--- src/lsf_pkg.sv ---
// Purpose: Constants for the LIN status flag register bank.
// Assumes: Eight-bit indirect register port, 100 MHz controller clock.
// Notes: Field positions, offsets and timing counts are defined here; the assertions and bench repeat some as literals.
package lsf_pkg;
	localparam logic [3:0] lsf_ctrl_addr = 4'h8;
	localparam logic [3:0] lsf_stat_addr = 4'h9;
	localparam int lsf_bit_active = 7;
	localparam int lsf_bit_idle = 6;
	localparam int lsf_bit_abort = 5;
	localparam int lsf_bit_dreq = 4;
	localparam int lsf_bit_int = 3;
	localparam int lsf_bit_err = 2;
	localparam int lsf_bit_wake = 1;
	localparam int lsf_bit_done = 0;
	localparam int lsf_ctl_halt = 7;
	localparam int lsf_ctl_int_reset = 3;
	localparam int lsf_ctl_err_reset = 2;
	localparam logic [7:0] lsf_stat_reset = 8'h00;
	localparam int lsf_idle_time_s = 4;
	localparam int lsf_clk_hz = 100000000;
	localparam longint lsf_idle_cycles = longint'(lsf_idle_time_s) * lsf_clk_hz;
endpackage : lsf_pkg

--- src/lsf_status.sv ---
// Purpose: LIN status flag register, read through the indirect register port.
// Assumes: Event strobes come from logic on clk; bus activity comes from the pin.
// Notes: Status register is read-only; control strobes are write-one pulses.
module lsf_status #(
	parameter longint idle_cycles = lsf_pkg::lsf_idle_cycles
) (
	// Clock and reset.
	input wire logic clk,
	input wire logic rst,
	// Indirect register port.
	input wire logic [3:0] reg_addr,
	input wire logic reg_wr,
	input wire logic [7:0] reg_wdata,
	output logic [7:0] reg_rdata,
	// Mode and bus pin.
	input wire logic slave_mode,
	input wire logic bus_sleep,
	input wire logic lin_rx_pin,
	// Frame engine event strobes.
	input wire logic break_seen,
	input wire logic id_received,
	input wire logic frame_end,
	input wire logic tx_start,
	input wire logic tx_done,
	input wire logic int_event,
	input wire logic err_event,
	input wire logic wake_tx_active,
	input wire logic wake_rx,
	input wire logic wake_clear,
	// Outputs to neighbouring logic.
	output logic error_reset_strobe,
	output logic processing_halted
);
	// The idle counter is 32 bits wide; a longer timeout could never be reached.
	if (idle_cycles < 2 || idle_cycles > longint'(32'hffff_ffff))
	begin : idle_range_check
		$error("idle_cycles out of range");
	end

	logic [7:0] lin_status_q;
	logic rx_s1_q, rx_s2_q, rx_s3_q;
	logic [31:0] idle_cnt_q;
	logic in_frame_q;
	logic ctl_wr, int_reset_wr, err_reset_wr, halt;
	logic wake_rx_q;

	// Control strobes are pulses; no register keeps the written byte, so the control address reads as zero.
	assign ctl_wr = reg_wr && (reg_addr == lsf_pkg::lsf_ctrl_addr);
	assign int_reset_wr = ctl_wr && reg_wdata[lsf_pkg::lsf_ctl_int_reset];
	assign err_reset_wr = ctl_wr && reg_wdata[lsf_pkg::lsf_ctl_err_reset];
	assign halt = ctl_wr && reg_wdata[lsf_pkg::lsf_ctl_halt] && slave_mode;

	// Pin synchroniser; a mismatch between the second and third stages marks activity.
	always_ff @(posedge clk)
	begin
		if (rst)
		begin
			rx_s1_q <= 1'b1;
			rx_s2_q <= 1'b1;
			rx_s3_q <= 1'b1;
		end
		else
		begin
			rx_s1_q <= lin_rx_pin;
			rx_s2_q <= rx_s1_q;
			rx_s3_q <= rx_s2_q;
		end
	end

	// Idle counter restarts on any bus edge; saturates at the timeout.
	always_ff @(posedge clk)
	begin
		if (rst || rx_s2_q != rx_s3_q)
		begin
			idle_cnt_q <= 32'h0000_0000;
		end
		else if (longint'(idle_cnt_q) < idle_cycles)
		begin
			idle_cnt_q <= idle_cnt_q + 32'h0000_0001;
		end
	end

	// Frame tracking: a break starts a frame, the frame end closes it.
	always_ff @(posedge clk)
	begin
		if (rst)
		begin
			in_frame_q <= 1'b0;
			processing_halted <= 1'b0;
		end
		else
		begin
			if (break_seen)
				in_frame_q <= 1'b1;
			else if (frame_end)
				in_frame_q <= 1'b0;
			if (halt)
				processing_halted <= 1'b1;
			else if (break_seen)
				processing_halted <= 1'b0;
		end
	end

	// A received wakeup is remembered until cleared; a sent one shows only while sending.
	always_ff @(posedge clk)
	begin
		if (rst)
		begin
			wake_rx_q <= 1'b0;
		end
		else if (wake_rx)
		begin
			wake_rx_q <= 1'b1;
		end
		else if (wake_clear)
		begin
			wake_rx_q <= 1'b0;
		end
	end

	// Status flags. Sets win over clears so no event is lost.
	always_ff @(posedge clk)
	begin
		if (rst)
		begin
			lin_status_q <= lsf_pkg::lsf_stat_reset;
		end
		else
		begin
			// The edge itself, not the idle count, so a reset cannot fake activity.
			lin_status_q[lsf_pkg::lsf_bit_active] <= (rx_s2_q != rx_s3_q);
			lin_status_q[lsf_pkg::lsf_bit_idle] <= slave_mode && !bus_sleep
				&& (longint'(idle_cnt_q) >= idle_cycles);
			if (slave_mode && ((break_seen && in_frame_q) || halt))
				lin_status_q[lsf_pkg::lsf_bit_abort] <= 1'b1;
			else if (break_seen)
				lin_status_q[lsf_pkg::lsf_bit_abort] <= 1'b0;
			if (slave_mode && id_received)
				lin_status_q[lsf_pkg::lsf_bit_dreq] <= 1'b1;
			else if (!slave_mode || break_seen || frame_end)
				lin_status_q[lsf_pkg::lsf_bit_dreq] <= 1'b0;
			if (int_event)
				lin_status_q[lsf_pkg::lsf_bit_int] <= 1'b1;
			else if (int_reset_wr)
				lin_status_q[lsf_pkg::lsf_bit_int] <= 1'b0;
			if (err_event)
				lin_status_q[lsf_pkg::lsf_bit_err] <= 1'b1;
			else if (err_reset_wr)
				lin_status_q[lsf_pkg::lsf_bit_err] <= 1'b0;
			lin_status_q[lsf_pkg::lsf_bit_wake] <= wake_tx_active || wake_rx
				|| (wake_rx_q && !wake_clear);
			if (tx_done)
				lin_status_q[lsf_pkg::lsf_bit_done] <= 1'b1;
			else if (tx_start)
				lin_status_q[lsf_pkg::lsf_bit_done] <= 1'b0;
		end
	end

	// Read data and error-reset strobe, both registered.
	always_ff @(posedge clk)
	begin
		if (rst)
		begin
			reg_rdata <= 8'h00;
			error_reset_strobe <= 1'b0;
		end
		else
		begin
			reg_rdata <= (reg_addr == lsf_pkg::lsf_stat_addr) ? lin_status_q : 8'h00;
			error_reset_strobe <= err_reset_wr;
		end
	end

	int_clr_a: assert property (@(posedge clk) disable iff (rst)
		int_reset_wr && !int_event |=> !lin_status_q[3]) else $error("int not cleared");
	int_hold_a: assert property (@(posedge clk) disable iff (rst)
		lin_status_q[3] && !int_reset_wr |=> lin_status_q[3]) else $error("int lost");
	err_set_a: assert property (@(posedge clk) disable iff (rst)
		err_event |=> lin_status_q[2]) else $error("err not set");
	err_hold_a: assert property (@(posedge clk) disable iff (rst)
		lin_status_q[2] && !err_reset_wr |=> lin_status_q[2]) else $error("err lost");
	errrst_pulse_a: assert property (@(posedge clk) disable iff (rst)
		err_reset_wr |=> error_reset_strobe) else $error("no err strobe");
	done_start_a: assert property (@(posedge clk) disable iff (rst)
		tx_start && !tx_done |=> !lin_status_q[0]) else $error("done kept");
	done_set_a: assert property (@(posedge clk) disable iff (rst)
		tx_done |=> lin_status_q[0]) else $error("done not set");
	abort_halt_a: assert property (@(posedge clk) disable iff (rst)
		halt |=> lin_status_q[5] && processing_halted) else $error("halt lost");
	abort_clr_a: assert property (@(posedge clk) disable iff (rst)
		break_seen && !in_frame_q && !halt |=> !lin_status_q[5]) else $error("abort kept");
	dreq_set_a: assert property (@(posedge clk) disable iff (rst)
		slave_mode && id_received |=> lin_status_q[4]) else $error("dreq not set");
	wake_set_a: assert property (@(posedge clk) disable iff (rst)
		wake_rx |=> lin_status_q[1]) else $error("wake not set");
	write_ro_a: assert property (@(posedge clk) disable iff (rst)
		reg_wr && reg_addr == 4'h9 && !int_event && !err_event
		|=> lin_status_q[3:2] == $past(lin_status_q[3:2])) else $error("ro changed");
	ctl_zero_a: assert property (@(posedge clk) disable iff (rst)
		reg_addr == 4'h8 |=> reg_rdata == 8'h00) else $error("ctrl not zero");
	active_edge_a: assert property (@(posedge clk) disable iff (rst)
		$changed(rx_s2_q) |=> lin_status_q[7]) else $error("activity missed");
	active_quiet_a: assert property (@(posedge clk) disable iff (rst)
		$stable(rx_s2_q) |=> !lin_status_q[7]) else $error("false activity");
	idle_mode_a: assert property (@(posedge clk) disable iff (rst)
		!slave_mode || bus_sleep |=> !lin_status_q[6]) else $error("idle flag wrongly set");
	wake_tx_a: assert property (@(posedge clk) disable iff (rst)
		wake_tx_active |=> lin_status_q[1]) else $error("wake send not shown");

	int_cycle_c: cover property (@(posedge clk) int_event ##[1:20] int_reset_wr);
	idle_timeout_c: cover property (@(posedge clk) slave_mode && lin_status_q[6]);
	abort_brk_c: cover property (@(posedge clk) in_frame_q && break_seen);
	done_cycle_c: cover property (@(posedge clk) tx_start ##[1:50] tx_done);
endmodule : lsf_status

--- config.mk ---
export PLATFORM = sky130hd
export DESIGN_NAME = lsf_status
export DESIGN_NICKNAME = d
export VERILOG_FILES = /design/src/lsf_pkg.sv /design/src/lsf_status.sv
export SDC_FILE = /design/constraint.sdc
export NUM_CORES = 1
export LEC_CHECK = 0
export BUFFER_PORTS_ARGS = -buffer_cell sky130_fd_sc_hd__buf_2
export CELL_PAD_IN_SITES_DETAIL_PLACEMENT = 1
export CELL_PAD_IN_SITES_GLOBAL_PLACEMENT = 1
export CORE_MARGIN = 3
export CORE_UTILIZATION = 42
export CTS_CLUSTER_DIAMETER = 100
export DETAILED_ROUTE_END_ITERATION = 16
export PLACE_DENSITY_LB_ADDON = 0.1
export SETUP_SLACK_MARGIN = 0.4
export SYNTH_ARGS = -nofsm -noshare
export SYNTH_HDL_FRONTEND = slang
export SYNTH_SLANG_ARGS = --single-unit
--- constraint.sdc ---
create_clock -name clk -period 2.2 [get_ports clk]
set_input_delay 0.44 -clock clk [delete_from_list [all_inputs] [get_ports clk]]
set_output_delay 0.44 -clock clk [all_outputs]
set_load 0.02 [all_outputs]
==> flow_summary.toml, run 1 <==
[layout]
regMostFlops = "idle_cnt_q"
diodes = 0
syn_to_final_growth_pct = 38.6
nNetsFinal = 359
layout.cells.non_filler = 400
largestRegisters = "idle_cnt_q (32), lin_status_q (8), reg_rdata (8)"
largest_register_ffs = 32
regArea_mm2 = 0.00111
postLayoutCoreUtil = 0.616
stdcell_area_mm2 = 0.00321
multi_input_area_mm2 = 0.00137
drive_above_1_share = 0.403
nFillCells = 615

[synth]
synth_fp_nets = 286
ys_ff_latch = 55
synth_ff_type = "dfxtp_1"
syn_inst = 256
synthMuxAreaShare = 0.00865
yosys.area_share.simple = 0.297
ys_async_sr_fraction = 0
syn_area_mm2 = 0.00231
ys_seq_area_frac = 0.476
synthAdderAreaFrac = 0.0108
yosys_warnings = 0
synth_top_family_by_area = "simple AND/OR/NAND/NOR gates"
synth_compound_area_frac = 0.138
synth.distinct_cells = 43
synth-xor-area-share = 0.0379
synth_area_per_cell_um2 = 9.04
synth_edf_count = 0

[detailed_routing]
drtPass1Iterations = 4
detailroute.via_count = 2188
ant_nets = 0
drt_wl_total_mm = 6.67
drt_iter0_markers = 93
drc = 0
wl_per_cell_um = 16.7
viasPerCell = 5.47

[power_and_ir_drop]
p_leak_nw = 1.29
max-vdd-ir-drop_mv = 0.334
power_density_mw_per_mm2 = 529

[cts]
ctsLongestPathBuffers = 2
clock-sinks = 55
cts_made_buffers = 5
insertion_delay_ns = 0.31
htreeDepth = 2
cts_hold_buf = 0
tritoncts = "built"
root_buffer = "clkbuf_8"
clk_pin_slew_ns = 0.10

[place]
place_area_mm2 = 0.00266
gp_congestion = 0.776
dp_hpwl_mm = 4.07
place_inst = 366
io_buffers = 32

[setup_path]
critPathBufInv = 4
r2r_setup_slack_ns = 0.03
end_kind = "flop"
start_kind = "flop"
path_max_fanout = 6
path_delay_family = "simple AND/OR/NAND/NOR gates"
critPathMaxStageDelay_ns = 0.50
cp.required_ns = 2.46
cp_data_arrival_time_ns = 2.43
path_cells = "or4_4 -> nor4_4 -> buf_4 -> buf_4 -> o31ai_4 -> buf_6 -> buf_6 -> or4_4 -> nand2_2"
critPathSlowestCell = "or4_4"
crit_type = "reg -> reg"

[sta]
clock_skew_ns = 0.00781
max_slew_margin = 0.633
slew_violations = 0
whs_ns = 0.284
setup_viol = 0
fmaxAchievable_ghz = 0.460
worst_pin_slew_ns = 0.550
fin_crit_sh = 0.987
final_hold_viol_count = 0
fin_tns_setup_ns = 0
rsz0062_at_grt = "true"
fin_crit_ns = 2.17

[run]
cap_violations = 0

[floorplan]
coreArea_mm2 = 0.00520
fp.dieArea_mm2 = 0.00643
rows = 26
dieWidth_um = 80.2
start_util = 0.444
ios = 38
die_y_um = 80.2

[global_routing]
grt_pass1_wl_mm = 10.4
grt_max_degree = 18
grt_pass1_vias = 2238
antenna_found_initial = 0
grt_overflow = 0
track_usage = 0.204

[run_status]
status = "finished, final reports clean"

[hold_path]
min_path_type = "in -> reg"
## cell families after synthesis
group           count (synthesis)
simple gates                  121
compound gates                 48
xor+xnor                       10
fa+ha+maj                       2
flops                          55
buf+inv                        18
mux                             2
## power by group
group / leakage (nW) / switching, mW / total, mW / internal [mW]
Combinational: 0.793 / 0.0530 / 0.100 / 0.0470
Sequential: 0.449 / 0.0121 / 1.02 / 1.01
Clock: 0.0483 / 0.345 / 0.571 / 0.225
Total: 1.29 / 0.410 / 1.70 / 1.28
## metal layers
layer,track usage,share of wire,vias to the layer above
li1,-,-,1063
met1,0.244,0.41,1065
met5,0,0,-
met2,0.362,0.53,50
met3,0.0460,0.038,10
met4,0.0574,0.016,0
## cell type report
| cell class | count | area share |
|---|---|---|
| tap | 70 | 0.0273 |
| timing repair buffer | 75 | 0.162 |
| multi-input combinational | 183 | 0.427 |
| inverter | 9 | 0.0105 |
| clock buffer | 5 | 0.0215 |
| clock inverter | 3 | 0.00585 |
| sequential | 55 | 0.346 |
## cells in the final DEF, fill, tap and decap left out, types with 3 or more instances in the layout
cell / n
o21ai_0: 6
or2_2: 3
and4_1: 4
nand2b_1: 4
o211ai_1: 6
clkbuf_8: 5
xnor2_1: 8
dfxtp_1: 49
buf_2: 32
nand2_1: 18
a21oi_2: 8
nand3_1: 8
a21oi_1: 10
buf_6: 10
nor2_1: 23
inv_1: 9
or3_4: 4
and3_1: 4
buf_4: 33
dfxtp_2: 6
and2_1: 13
or4_4: 6
nand4_1: 7
nor4_4: 6
## stage by stage
| step | total power, mW | setup slack, ns |
|---|---|---|
| 2_1_floorplan | 1.09 | 0.284 |
| 3_3_place_gp | 1.13 | 0.133 |
| 3_5_place_dp | 1.14 | 0.0615 |
| 4_1_cts | 1.71 | 0.0882 |
| 5_1_grt | 1.78 | -0.0306 |
| 6_report | 1.70 | 0.0278 |
## Yosys cell counts, types with 2 or more instances
cell      instances  share of area
and4_1            5          0.019
dfxtp_1          55           0.48
clkbuf_1          5         0.0081
nor3_1            4         0.0087
nand3_1           9          0.019
and3_1            4          0.011
buf_2             3         0.0065
nand2_1          21          0.034
a31oi_1           2         0.0054
ha_1              2          0.011
o211ai_1          6          0.019
xnor2_1           9          0.034
or4_1             7          0.023
o31ai_1           4          0.013
nor2_1           23          0.037
o21ai_0           9          0.019
and2_1           13          0.035
nand4_1           7          0.019
or2_2             4          0.011
nand4b_1          2         0.0076
inv_1             9          0.015
a21oi_1          18          0.039
nor3b_1           2         0.0065
or3_1             6          0.016
mux2i_1           2         0.0087
nor4_1            5          0.014
nand2b_1          4          0.011
## final timing paths
path,start,end,depth (start not counted)
worst max register to register,idle_cnt_q[13]$_SDFFE_PP0N_,idle_cnt_q[3]$_SDFFE_PP0N_,9
worst min register to register,rx_s1_q$_SDFF_PP1_,rx_s2_q$_SDFF_PP1_,1
worst max-delay path,idle_cnt_q[13]$_SDFFE_PP0N_,idle_cnt_q[3]$_SDFFE_PP0N_,9
worst min-delay path,bus_sleep,lin_status_q[6]$_SDFF_PP0_,2
## repair_timing
item	in CTS	in global routing
cloned	1	0
setup endpoints to repair	27	30
setup buffers	15	10
hold endpoints to repair	0	0
pin swaps	22	9
gates resized for setup	24	38
Note: power is estimated with default switching activity, not from simulation.
==> run 2, diff against run 1 <==
CORE_UTILIZATION = 32   (was 42)
GPL_ROUTABILITY_DRIVEN = 0   (was unset)
==> flow_summary.toml, run 2 (synthesized netlist as in run 1, its figures left out) <==
[run_status]
status = "finished, final reports clean"

[hold_path]
min_path_type = "in -> reg"
hold_depth = 2
worstHoldEndpoint = "lin_status_q[6]$_SDFF_PP0_"
worstHoldStart = "bus_sleep"

[setup_path]
path_max_fanout = 3
end_kind = "flop"
cp_data_arrival_time_ns = 2.39
start_kind = "flop"
r2r_setup_slack_ns = 0.06
rr_endpoint = "idle_cnt_q[13]$_SDFFE_PP0N_"
crit_type = "reg -> reg"
r2r_start = "idle_cnt_q[19]$_SDFFE_PP0N_"
reg2reg_depth = 7
cp.required_ns = 2.46
worstSetupStartpoint = "idle_cnt_q[19]$_SDFFE_PP0N_"

[detailed_routing]
ant_nets = 0
wl_per_cell_um = 14.8
viasPerCell = 4.99
drt_iter0_markers = 59
drc = 0
detailroute.via_count = 2125
drtPass1Iterations = 4
drt_wl_total_mm = 6.32

[layout]
final_cell_mix = "dfxtp_1, buf_4, buf_2, nor2_1, nand2_1"
syn_to_final_growth_pct = 38.9
nNetsFinal = 359
stdcell_area_mm2 = 0.00321
largest_register_ffs = 32
largestRegisters = "idle_cnt_q (32), lin_status_q (8), reg_rdata (8)"
regMostFlops = "idle_cnt_q"
postLayoutCoreUtil = 0.465
drive_above_1_share = 0.385
layout_commonest_cell = "dfxtp_1"
diodes = 0

[power_and_ir_drop]
power_density_mw_per_mm2 = 530
max-vdd-ir-drop_mv = 0.275
p_leak_nw = 1.32

[sta]
setup_viol = 0
worst_pin_slew_ns = 0.542
max_slew_margin = 0.638
fin_crit_sh = 0.971
slew_violations = 0
clock_skew_ns = 0.00750
final_hold_viol_count = 0
fin_crit_ns = 2.14
whs_ns = 0.280
rsz0062_at_grt = "true"
fmaxAchievable_ghz = 0.468
fin_ws_ns = 0.0644

[place]
io_buffers = 32
dp_slack_ns = 0.0965
place_area_mm2 = 0.00272
dp_hpwl_mm = 4.15

[global_routing]
grt_pass1_wl_mm = 10.3
grt_overflow = 0
antenna_found_initial = 0
met1_usage = 0.195
grt_pass1_vias = 2184
grtUsageMet2 = 0.259
use_met3 = 0.0290
busiest_layer = "met2"
track_usage = 0.152
grt_max_degree = 19

[cts]
clock-sinks = 55
clk_pin_slew_ns = 0.11
cts_hold_buf = 0
insertion_delay_ns = 0.31
tritoncts = "built"
cts_made_buffers = 5
root_buffer = "clkbuf_8"
ctsLongestPathBuffers = 2
htreeDepth = 2

[floorplan]
dieWidth_um = 91.0
rows = 30
fp.dieArea_mm2 = 0.00829
coreArea_mm2 = 0.00691
start_util = 0.335
ios = 38
die_y_um = 91.0

[run]
cap_violations = 0
-- run 2: cell counts in the layout (fill, tap and decap cells not counted) --
Identical to the previous run, type by type.
-- run 2: final cells by class --
class                   count  area (um^2)
clock inverters             3         22.5
fillers                   834         3690
clock buffers               5         68.8
repair buffers             75          517
flip-flops and latches     55         1110
multi-input cells         183         1340
well taps                  96          120
inverters                   9         33.8
-- run 2: worst max path at each step --
stage	to	slack, ns
after global routing	idle_cnt_q[19]$_SDFFE_PP0N_	-0.009
after detailed placement	idle_cnt_q[18]$_SDFFE_PP0N_	0.1
after CTS	idle_cnt_q[18]$_SDFFE_PP0N_	0.08
after floorplan	idle_cnt_q[6]$_SDFFE_PP0N_	0.28
after global placement	idle_cnt_q[18]$_SDFFE_PP0N_	0.11
final	idle_cnt_q[13]$_SDFFE_PP0N_	0.06
-- run 2: timing repair --
action | CTS | global route
pin swaps | 19 | 22
setup buffers | 14 | 7
cloned | 1 | 0
resized for setup | 19 | 38
endpoints found under the setup margin | 25 | 30
-- run 2: worst max-delay path, cell delays in order, from the launching register on --
cell	delay [ns]
dfxtp_2	0.34
or4_4	0.54
nor4_4	0.20
buf_4	0.18
o31ai_4	0.08
buf_6	0.13
or4_4	0.50
a21oi_2	0.11
-- run 2: where the power goes --
part           total [mW]  internal, mW  switching [mW]
clock               0.587         0.229           0.358
sequential           1.02          1.01          0.0121
combinational      0.0926        0.0429          0.0497
-- run 2: layer usage --
layer | part of all wire | up-vias | wire length, um
met1 | 0.47 | 1033 | 2950
li1 | - | 1070 | -
met4 | 0.010 | 0 | 63
met2 | 0.50 | 17 | 3190
met3 | 0.018 | 5 | 114
met5 | 0 | - | 0
-- run 2: through the flow --
stage / cells / TNS [ns] / total power, mW
after global placement: 396 / 0 / 1.13
after CTS: 419 / 0 / 1.73
after floorplan: 256 / 0 / 1.09
final: 426 / 0 / 1.70
after detailed placement: 396 / 0 / 1.13
after global routing: 426 / -0.0145 / 1.78
==> run 3, diff against run 2 <==
clock period = 2.1 ns   (was 2.2 ns; I/O delays follow)
==> flow_summary.toml, run 3 (synthesized netlist as in run 1, its figures left out) <==
[sta]
rsz0062_at_grt = "true"
fmaxAchievable_ghz = 0.476
fin_tns_setup_ns = -0.00193
setup_viol = 1
fin_crit_ns = 2.10
final_hold_viol_count = 0
max_slew_margin = 0.708
worst_pin_slew_ns = 0.431
slew_violations = 0
fin_ws_ns = -0.00193
fin_crit_sh = 1.00
clock_skew_ns = 0.0110

[hold_path]
hold_depth = 2
min_path_type = "in -> reg"
worstHoldEndpoint = "lin_status_q[6]$_SDFF_PP0_"
worstHoldStart = "bus_sleep"

[place]
io_buffers = 32
dp_hpwl_mm = 4.21
place_inst = 400

[run]
cap_violations = 0

[global_routing]
antenna_found_initial = 0
grt_max_degree = 19
grt_pass1_wl_mm = 9.85
grt_pass1_vias = 2047
grt_overflow = 0
track_usage = 0.146

[setup_path]
reg2reg_depth = 7
start_kind = "flop"
r2r_start = "idle_cnt_q[19]$_SDFFE_PP0N_"
cp.required_ns = 2.34
cp_data_arrival_time_ns = 2.34
rr_endpoint = "idle_cnt_q[13]$_SDFFE_PP0N_"
worstSetupStartpoint = "idle_cnt_q[19]$_SDFFE_PP0N_"
crit_type = "reg -> reg"
path_max_fanout = 4
end_kind = "flop"
r2r_setup_slack_ns = -0.002

[detailed_routing]
ant_nets = 0
drt_wl_total_mm = 6.03
drc = 0
drtPass1Iterations = 4
detailroute.via_count = 2084
viasPerCell = 4.94
drt_iter0_markers = 49
wl_per_cell_um = 14.3

[layout]
final_cell_mix = "dfxtp_1, buf_4, buf_2, nor2_1, nand2_1"
drive_above_1_share = 0.353
nNetsFinal = 355
regMostFlops = "idle_cnt_q"
layout_commonest_cell = "dfxtp_1"
largestRegisters = "idle_cnt_q (32), lin_status_q (8), reg_rdata (8)"
syn_to_final_growth_pct = 37.0
layout.cells.non_filler = 422
diodes = 0
largest_register_ffs = 32

[floorplan]
coreArea_mm2 = 0.00691
dieWidth_um = 91.0
die_y_um = 91.0
fp.dieArea_mm2 = 0.00829
start_util = 0.335
rows = 30
ios = 38

[power_and_ir_drop]
p_leak_nw = 1.30
max-vdd-ir-drop_mv = 0.303
power_density_mw_per_mm2 = 596

[cts]
clock-sinks = 55
tritoncts = "built"
cts_hold_buf = 0
root_buffer = "clkbuf_8"
clk_pin_slew_ns = 0.11
htreeDepth = 2
insertion_delay_ns = 0.31
cts_made_buffers = 5
ctsLongestPathBuffers = 2

[run_status]
violations = "negative setup slack"
status = "finished, violations left"
[run 3: worst max-delay path, cell delays in order (launching register included)]
cell and delay, ns:
dfxtp_2 0.33, or4_4 0.54, nor4_4 0.18, buf_4 0.17, o31ai_2 0.05, buf_4 0.15, or4_1 0.49, a21oi_1 0.13
[run 3: power by group]
group / leakage [nW] / internal, mW / switching [mW]
combinational: 0.796 / 0.0466 / 0.0540
sequential: 0.449 / 1.06 / 0.0102
clock: 0.0548 / 0.360 / 0.362
[run 3: per-layer routing]
metal,global-route usage,vias to the layer above,wire length (um)
li1,-,1054,-
met1,0.188,998,2840
met2,0.244,21,2950
met3,0.0307,11,148
met4,0.0452,0,88
met5,0,-,0
[run 3: timing repair]
| item | in CTS | in global routing |
|---|---|---|
| endpoints found under the setup margin | 29 | 30 |
| pin swaps | 24 | 15 |
| cloned | 0 | 1 |
| setup buffers | 6 | 7 |
| gates resized for setup | 25 | 14 |
[run 3: layout make-up]
cell class,instances,area [um^2]
Fill cell,830,3740
Multi-Input combinational cell,183,1310
Sequential cell,55,1110
Timing Repair Buffer,71,484
Tap cell,96,120
Clock buffer,5,68.8
Clock inverter,3,46.3
Inverter,9,33.8
[run 3: how the worst max path moves through the flow]
stage	endpoint	cells after the start	slack (ns)
after floorplan	idle_cnt_q[6]$_SDFFE_PP0N_	6	0.18
after global placement	idle_cnt_q[14]$_SDFFE_PP0N_	6	0.03
after detailed placement	idle_cnt_q[18]$_SDFFE_PP0N_	6	0.007
after CTS	idle_cnt_q[18]$_SDFFE_PP0N_	6	-0.009
after global routing	idle_cnt_q[18]$_SDFFE_PP0N_	6	-0.08
final	idle_cnt_q[13]$_SDFFE_PP0N_	7	-0.002
[run 3: metrics by stage]
stage          utilization  hold WS [ns]  power [mW]  instance area [um^2]  setup slack (ns)
4_1_cts              0.442         0.256        1.92                  3050          -0.00926
2_1_floorplan            -         0.389        1.14                  2320             0.184
5_1_grt              0.459         0.245        1.98                  3170           -0.0777
6_report             0.459         0.258        1.89                  3170          -0.00193
3_5_place_dp         0.400         0.403        1.19                  2760           0.00694
3_3_place_gp         0.400         0.392        1.19                  2760            0.0322
